===== config.mk =====
export PLATFORM = sky130hd
export DESIGN_NAME = chgi2c_slave
export DESIGN_NICKNAME = d
export VERILOG_FILES = /design/src/inc/chgi2c_pkg.sv /design/src/hw/chgi2c_slave.sv
export SDC_FILE = /design/constraint.sdc
export NUM_CORES = 1
export LEC_CHECK = 0
export BUFFER_PORTS_ARGS = -buffer_cell sky130_fd_sc_hd__buf_2
export CAP_MARGIN = 20
export CORE_MARGIN = 2
export CORE_UTILIZATION = 51
export DETAILED_ROUTE_END_ITERATION = 8
export HOLD_SLACK_MARGIN = 0.15
export PLACE_DENSITY = 0.71
export SLEW_MARGIN = 20
export SYNTH_ARGS = -nofsm -noshare
export SYNTH_HDL_FRONTEND = slang
export SYNTH_SLANG_ARGS = --single-unit

===== constraint.sdc =====
create_clock -name sys_clk -period 3.4 [get_ports sys_clk]
set_input_delay 0.85 -clock sys_clk [delete_from_list [all_inputs] [get_ports sys_clk]]
set_output_delay 0.85 -clock sys_clk [all_outputs]
set_load 0.005 [all_outputs]

===== src/inc/chgi2c_pkg.sv =====
// Purpose: Constants and types for the charger two-wire slave port
// Assumes: Link pins sampled by the 50 MHz system clock

package chgi2c_pkg;

  // ----------------------------------------
  // Addressing
  // ----------------------------------------
  localparam logic [6:0] CHGI2C_DEV_ADDR  = 7'h6b;
  localparam logic [4:0] CHGI2C_HS_CODE   = 5'h01;
  localparam logic [7:0] CHGI2C_RO_INDEX  = 8'h04;
  localparam logic [7:0] CHGI2C_UNMAPPED  = 8'hff;
  localparam logic [7:0] CHGI2C_RF_RESET  = 8'h00;
  localparam logic [3:0] CHGI2C_BYTE_BITS = 4'h8;

  // ----------------------------------------
  // Types
  // ----------------------------------------
  typedef enum logic [3:0] {
    CHGI2C_IDLE,
    CHGI2C_ADDR,
    CHGI2C_ACK_ADDR,
    CHGI2C_INDEX,
    CHGI2C_ACK_INDEX,
    CHGI2C_WDATA,
    CHGI2C_ACK_DATA,
    CHGI2C_RDATA,
    CHGI2C_RACK,
    CHGI2C_WAIT
  } chgi2c_state_t;

endpackage


===== src/hw/chgi2c_slave.sv =====
// Purpose: Two-wire slave port with five 8-bit registers and update stream
// Assumes: Serial clock and data arrive asynchronously and are double-synced
// Notes:   Data pin is open drain; only the enable is ever toggled
//          Update words leave through a two-entry buffer
//          Read pointer holds; it does not advance after a read byte
`timescale 1ns/1ps

module chgi2c_slave (
  // System
  input  wire logic       sys_clk,
  input  wire logic       arst_n,
  // Serial link
  input  wire logic       scl_in,
  input  wire logic       sda_in,
  output logic            sda_out,
  output logic            sda_oe,
  // Charger side
  input  wire logic [7:0] status_value,
  output logic            hs_mode,
  output logic            upd_valid,
  output logic [2:0]      upd_index,
  output logic [7:0]      upd_data,
  input  wire logic       upd_ready
);

  // ----------------------------------------
  // State
  // ----------------------------------------
  typedef struct packed {
    // Pin synchronisers and previous samples
    logic                   scl_m;
    logic                   scl_s;
    logic                   scl_p;
    logic                   sda_m;
    logic                   sda_s;
    logic                   sda_p;

    // Byte engine
    chgi2c_pkg::chgi2c_state_t state;
    logic [3:0]             cnt;
    logic [7:0]             sh;
    logic [7:0]             tx;
    logic [7:0]             ptr;
    logic                   rw;
    logic                   nack;
    logic                   hs;
    logic                   oe;
    logic                   drv;

    // Writable registers
    logic [3:0][7:0]        rf;

    // Update buffer: head and second entry
    logic                   ov;
    logic [2:0]             oi;
    logic [7:0]             od;
    logic                   sv;
    logic [2:0]             si;
    logic [7:0]             sd;
  } chgi2c_st_t;

  chgi2c_st_t st_reg;
  chgi2c_st_t st_next;

  // Link conditions
  logic scl_rise;
  logic scl_fall;
  logic start_seen;
  logic stop_seen;
  // Update buffer control
  logic buf_full;
  logic pop;
  logic push;

  // ----------------------------------------
  // Functions
  // ----------------------------------------
  // Seven-bit compare; the direction bit is left out
  function automatic logic is_own_addr(input logic [7:0] b);
    return b[7:1] == chgi2c_pkg::CHGI2C_DEV_ADDR;
  endfunction

  function automatic logic is_hs_code(input logic [7:0] b);
    return b[7:3] == chgi2c_pkg::CHGI2C_HS_CODE;
  endfunction

  // Full 8-bit compare: index 4 reads status, any other nonzero upper bits fall to the unmapped value
  function automatic logic is_writable(input logic [7:0] idx);
    return idx < chgi2c_pkg::CHGI2C_RO_INDEX;
  endfunction

  // Eight data bits counted before the acknowledge slot
  function automatic logic is_byte_end(input logic [3:0] n);
    return n == chgi2c_pkg::CHGI2C_BYTE_BITS;
  endfunction

  // Most significant bit arrives first
  function automatic logic [7:0] shift_in(input logic [7:0] b, input logic d);
    return {b[6:0], d};
  endfunction

  // Idle-high fill keeps the line released once the byte is out
  function automatic logic [7:0] shift_out(input logic [7:0] b);
    return {b[6:0], 1'b1};
  endfunction

  // Open drain: a zero bit is sent by enabling the pull-down
  function automatic logic drive_for(input logic b);
    return ~b;
  endfunction

  // ----------------------------------------
  // Register read
  // ----------------------------------------
  function automatic logic [7:0] rd_value(input chgi2c_st_t s, input logic [7:0] stat, input logic [7:0] idx);
    logic [7:0] v;
    v = chgi2c_pkg::CHGI2C_UNMAPPED;
    // Unmapped unless a register is found below
    if (is_writable(idx)) begin
      v = s.rf[idx[1:0]];
    end else if (idx == chgi2c_pkg::CHGI2C_RO_INDEX) begin
      v = stat;
    end
    return v;
  endfunction

  // ----------------------------------------
  // Link conditions
  // ----------------------------------------
  // Edges seen only on synced copies; no filtering by design
  // Start and stop need the clock high on both samples
  assign scl_rise   = st_reg.scl_s & ~st_reg.scl_p;
  assign scl_fall   = ~st_reg.scl_s & st_reg.scl_p;
  assign start_seen = st_reg.scl_s & st_reg.scl_p & st_reg.sda_p & ~st_reg.sda_s;
  assign stop_seen  = st_reg.scl_s & st_reg.scl_p & ~st_reg.sda_p & st_reg.sda_s;
  assign buf_full   = st_reg.ov & st_reg.sv;
  assign pop        = st_reg.ov & upd_ready;

  // ----------------------------------------
  // Next state
  // ----------------------------------------
  always_comb begin
    st_next = st_reg;
    push    = 1'b0;

    // ----------------------------------------
    // Pin synchronisers
    // ----------------------------------------
    st_next.scl_m = scl_in;
    st_next.scl_s = st_reg.scl_m;
    st_next.scl_p = st_reg.scl_s;
    st_next.sda_m = sda_in;
    st_next.sda_s = st_reg.sda_m;
    st_next.sda_p = st_reg.sda_s;
    st_next.drv   = 1'b0;

    // ----------------------------------------
    // Bus conditions and byte engine
    // ----------------------------------------
    // Stop wins over any byte in progress; it also ends an abandoned frame
    if (stop_seen) begin
      st_next.state = chgi2c_pkg::CHGI2C_IDLE;
      st_next.oe    = 1'b0;
      st_next.hs    = 1'b0;
    end else if (start_seen) begin
      // Repeated start keeps the high-speed setting
      st_next.state = chgi2c_pkg::CHGI2C_ADDR;
      st_next.cnt   = 4'h0;
      st_next.oe    = 1'b0;
    end else begin
      unique case (st_reg.state)
        // Ignore everything until the next start or stop
        chgi2c_pkg::CHGI2C_IDLE, chgi2c_pkg::CHGI2C_WAIT: begin
          st_next.oe = 1'b0;
        end

        // Address, index and data bytes share one shifter
        chgi2c_pkg::CHGI2C_ADDR, chgi2c_pkg::CHGI2C_INDEX, chgi2c_pkg::CHGI2C_WDATA: begin
          if (scl_rise) begin
            st_next.sh  = shift_in(st_reg.sh, st_reg.sda_s);
            st_next.cnt = st_reg.cnt + 4'h1;
          end else if (scl_fall && is_byte_end(st_reg.cnt)) begin
            st_next.cnt = 4'h0;
            if (st_reg.state == chgi2c_pkg::CHGI2C_ADDR) begin
              if (is_own_addr(st_reg.sh)) begin
                st_next.oe    = 1'b1;
                st_next.rw    = st_reg.sh[0];
                st_next.state = chgi2c_pkg::CHGI2C_ACK_ADDR;
              end else begin
                if (is_hs_code(st_reg.sh)) begin
                  st_next.hs = 1'b1;
                end
                st_next.state = chgi2c_pkg::CHGI2C_WAIT;
              end

            end else if (st_reg.state == chgi2c_pkg::CHGI2C_INDEX) begin
              st_next.ptr   = st_reg.sh;
              st_next.oe    = 1'b1;
              st_next.state = chgi2c_pkg::CHGI2C_ACK_INDEX;
            end else if (!buf_full) begin
              st_next.oe    = 1'b1;
              st_next.state = chgi2c_pkg::CHGI2C_ACK_DATA;
            end else begin
              // No room downstream: refuse the byte rather than lose it
              st_next.state = chgi2c_pkg::CHGI2C_WAIT;
            end
          end
        end

        // Acknowledge stands through the ninth clock; read data starts at its fall
        chgi2c_pkg::CHGI2C_ACK_ADDR: begin
          if (scl_fall) begin
            if (st_reg.rw) begin
              st_next.tx    = rd_value(st_reg, status_value, st_reg.ptr);
              st_next.oe    = drive_for(st_next.tx[7]);
              st_next.state = chgi2c_pkg::CHGI2C_RDATA;
            end else begin
              st_next.oe    = 1'b0;
              st_next.state = chgi2c_pkg::CHGI2C_INDEX;
            end
          end
        end

        // Index acknowledged; the data byte follows
        chgi2c_pkg::CHGI2C_ACK_INDEX: begin
          if (scl_fall) begin
            st_next.oe    = 1'b0;
            st_next.state = chgi2c_pkg::CHGI2C_WDATA;
          end
        end

        chgi2c_pkg::CHGI2C_ACK_DATA: begin
          if (scl_fall) begin
            st_next.oe = 1'b0;
            // Index 4 and up is acknowledged but neither stored nor pushed
            if (is_writable(st_reg.ptr)) begin
              st_next.rf[st_reg.ptr[1:0]] = st_reg.sh;
              push = 1'b1;
            end
            st_next.state = chgi2c_pkg::CHGI2C_INDEX;
          end
        end

        // Eight bits out, then the master's acknowledge slot
        chgi2c_pkg::CHGI2C_RDATA: begin
          if (scl_rise) begin
            st_next.cnt = st_reg.cnt + 4'h1;
          end else if (scl_fall) begin
            if (is_byte_end(st_reg.cnt)) begin
              st_next.oe    = 1'b0;
              st_next.cnt   = 4'h0;
              st_next.state = chgi2c_pkg::CHGI2C_RACK;
            end else begin
              // Next bit is put out while the clock is low
              st_next.tx = shift_out(st_reg.tx);
              st_next.oe = drive_for(st_reg.tx[6]);
            end
          end
        end

        // Master nack ends the read; the pointer stays for the next read
        chgi2c_pkg::CHGI2C_RACK: begin
          if (scl_rise) begin
            st_next.nack = st_reg.sda_s;
          end else if (scl_fall) begin
            if (st_reg.nack) begin
              st_next.state = chgi2c_pkg::CHGI2C_WAIT;
            end else begin
              st_next.tx    = rd_value(st_reg, status_value, st_reg.ptr);
              st_next.oe    = drive_for(st_next.tx[7]);
              st_next.state = chgi2c_pkg::CHGI2C_RDATA;
            end
          end
        end

        default: begin
          st_next.state = chgi2c_pkg::CHGI2C_IDLE;
        end
      endcase
    end

    // ----------------------------------------
    // Update buffer
    // ----------------------------------------
    // Head drives the ports; the second entry catches one stall
    // A full buffer makes the data byte go unacknowledged upstream
    // Pop first so a push in the same cycle sees the freed head
    if (pop) begin
      st_next.ov = st_reg.sv;
      st_next.oi = st_reg.si;
      st_next.od = st_reg.sd;
      st_next.sv = 1'b0;
    end
    if (push) begin
      if (!st_next.ov) begin
        st_next.ov = 1'b1;
        st_next.oi = st_reg.ptr[2:0];
        st_next.od = st_reg.sh;
      end else begin
        st_next.sv = 1'b1;
        st_next.si = st_reg.ptr[2:0];
        st_next.sd = st_reg.sh;
      end
    end
  end

  // ----------------------------------------
  // Registers
  // ----------------------------------------
  always_ff @(posedge sys_clk or negedge arst_n) begin
    if (!arst_n) begin
      st_reg       <= '0;
      // Outputs named again so their reset levels read at a glance
      st_reg.oe    <= 1'b0;
      st_reg.drv   <= 1'b0;
      st_reg.hs    <= 1'b0;
      st_reg.ov    <= 1'b0;
      st_reg.sv    <= 1'b0;
      // Synchronisers start at the idle level so no false edge follows reset
      st_reg.scl_m <= 1'b1;
      st_reg.scl_s <= 1'b1;
      st_reg.scl_p <= 1'b1;
      st_reg.sda_m <= 1'b1;
      st_reg.sda_s <= 1'b1;
      st_reg.sda_p <= 1'b1;
      st_reg.state <= chgi2c_pkg::CHGI2C_IDLE;
      st_reg.rf    <= {4{chgi2c_pkg::CHGI2C_RF_RESET}};
    end else begin
      st_reg <= st_next;
    end
  end

  // ----------------------------------------
  // Outputs
  // ----------------------------------------
  // Pin value is always low; only the enable toggles
  assign sda_out   = st_reg.drv;
  assign sda_oe    = st_reg.oe;
  assign hs_mode   = st_reg.hs;
  assign upd_valid = st_reg.ov;
  assign upd_index = st_reg.oi;
  assign upd_data  = st_reg.od;

endmodule


==> metrics.yaml <==
antenna_found_initial: 0
status: "finished clean"
final_cell_mix: "dfrtp_1 (91), mux2_2 (66), nor2_1 (38), buf_2 (25), nand2_1 (20)"
area_growth_pct: 5.771
dp_hpwl_mm: 7.142
ir_worst_vdd_mv: 0.2347
postCtsResizedCells: 0
worst_pin_slew_ns: 1.046
grt.overflow.total: 0
grt_pass1_wl_mm: 17.48
gp_congestion: 0.9182
yosys.area.top_type_share: 0.4587
post_drt_wl_per_cell_um: 18.10
final_cells: 574
holdCritStartpoint: "st_next[94]$_DFF_PN1_"
synth-seq-cells: 97
row_count: 36
postCtsSetupRepairBufs: 0
period_minus_slack_ns: 2.507
cpMaxStageDelayCell: "dfstp_2"
grt_max_degree: 52
drc: 0
syn_inst: 434
hold_viol_final: 0
placed_cells: 558
r2r_setup_slack_ns: 0.89
fp.dieH_um: 102.7
ys_warn_count: 0
min_path_type: "reg -> reg"
post-place-ws_ns: 0.9049
core_um2: 9594
total_power_mw: 2.837
yosys.cell_types.count: 65
largest_register_ffs: 79
first_iter_violations: 190
cp_num_buf_inv: 0
ioPinCount: 28
drive_gt1_frac: 0.3197
vias: 3268
finish.instance_area_um2: 5251
cp.arrival_ns: 2.77
synthTopCellsByArea: "dfrtp_1 (46%), mux2_2 (15%), mux2i_1 (3.6%)"
fin_nets: 454
synth_nets: 452
setup_slack_ns: 0.8931
cpPeakStageDelay_ns: 0.55
crit_required_ns: 3.66
max_slew_margin: 0.3025
antennaDiodeCount: 0
dr.pass1.iters: 4
grt_pass1_vias: 3264
slew_violations: 0
seq_area_frac_synth: 0.4904
cts.sinks: 97
path_class: "reg -> reg"
viasPerCell: 5.693
post_dp_cell_area_um2: 5075
synth_edf_count: 0
fin_crit_sh: 0.7373
rsz0062_at_grt: "no"
rr_endpoint: "st_reg[31]$_DFFE_PN0P_"
postRouteWirelength_mm: 10.39
fp.dieW_um: 102.7
insertion_delay_ns: 0.37
synth_largest_area_cell: "dfrtp_1"
fmax_ghz: 0.3989
syn_avg_cell_area_um2: 11.44
synth_area_um2: 4965
cts.reportedPaths.clkPinSlew_ns: 0.10
start_util: 0.5175
min_to: "st_next[93]$_DFF_PN1_"
clk_path_buf_depth: 2
antenna_left: 0
skew_ns: 0.01414
cts_tree: "done"
cp-start-kind: "flop"
cp-end-kind: "flop"
cp_cell_sequence: "ha_1 -> nand2_1 -> a21oi_1 -> and3_1 -> nand2_2 -> mux2_2"
grtUsageTotal: 0.2191
numCtsBuffers: 9
leakagePower_nw: 2.739
layout_commonest_cell: "dfrtp_1"
cp_top_family: "simple AND/OR/NAND/NOR gates"
port_buffers: 26
async_flop_share: 1.000
cts_root_buf: "clkbuf_8"
dieArea_um2: 10540
hold_path_depth: 0
power.density_nw_per_um2: 540.2
critPathMaxFanout: 8
maxCapViolations: 0
r2r_start: "st_reg[96]$_DFF_PN1_"
h-tree-depth: 3
ys.flop_type: "dfrtp_1"
r2r_cells: 6
finalSetupViolations: 0
hold_buffers: 0
setup_tns_ns: 0
==> worst max path at each step <==
stage                                 startpoint                     end  slack, ns  cells past startpoint
after floorplan           st_reg[67]$_DFFE_PN0P_   st_reg[2]$_DFFE_PN0P_       1.45                      7
after global placement      st_reg[96]$_DFF_PN1_  st_reg[28]$_DFFE_PN0P_       0.91                      6
after detailed placement    st_reg[96]$_DFF_PN1_  st_reg[28]$_DFFE_PN0P_       0.90                      6
after CTS                   st_reg[96]$_DFF_PN1_  st_reg[28]$_DFFE_PN0P_       0.89                      6
after global routing        st_reg[96]$_DFF_PN1_  st_reg[31]$_DFFE_PN0P_       0.76                      6
final                       st_reg[96]$_DFF_PN1_  st_reg[31]$_DFFE_PN0P_       0.89                      6
==> layer usage <==
metal,track usage,part of all wire
met1,0.3201,0.47
met2,0.3238,0.46
met3,0.03661,0.042
met4,0.09436,0.019
met5,0,0
==> where the power goes <==
part           internal (mW)  switching, mW  total, mW
combinational          0.307          0.325      0.632
sequential              1.27          0.242       1.51
clock                  0.273          0.419      0.692
total                   1.85          0.986       2.84
==> Yosys cell counts, types with 2 or more instances <==
master,number
nand3_1,5
nand4b_1,2
nand4_1,4
nand2b_1,5
ha_1,5
mux2_2,66
o21ai_0,12
clkbuf_1,15
mux2_4,8
o22ai_1,12
or2_2,2
buf_2,7
and2_1,2
and3_1,2
nand3b_4,2
buf_1,2
or3_1,3
a31oi_1,3
nor3_1,5
nor2_1,38
a21oi_1,17
o211ai_1,3
o221ai_1,2
nor2b_1,4
dfstp_2,6
mux2i_1,18
inv_1,16
dfrtp_1,91
a21o_1,2
nand3b_1,6
nand2_1,20
buf_4,13
xor2_1,2
and4b_1,2
buf_6,2
==> cell type report <==
class / instances / area (um^2)
clock buffers: 9 / 123.9
repair buffers: 30 / 162.7
clock inverters: 7 / 52.55
flip-flops and latches: 97 / 2435
multi-input cells: 282 / 2251
well taps: 133 / 166.4
fillers: 840 / 4343
inverters: 16 / 60.06
==> logic make-up after synthesis <==
| family | Yosys count | synth area share |
|---|---|---|
| AO/OA/AOI/OAI | 66 | 0.08594 |
| XOR/XNOR | 2 | 0.003529 |
| adder cells (fa/ha/maj) | 5 | 0.01260 |
| buffers and inverters | 55 | 0.05620 |
| flip-flops | 97 | 0.4904 |
| multiplexers | 94 | 0.2170 |
| other | 1 | 0.0007553 |
| AND/OR/NAND/NOR | 114 | 0.1336 |
==> per-stage QoR <==
stage | utilization | hold slack [ns]
after floorplan | - | 0.3452
after global routing | 0.5473 | 0.3634
after detailed placement | 0.5290 | 0.3475
after global placement | 0.5290 | 0.3455
after CTS | 0.5473 | 0.3607
final | 0.5473 | 0.3598
Note: power is estimated with default switching activity, not from simulation.
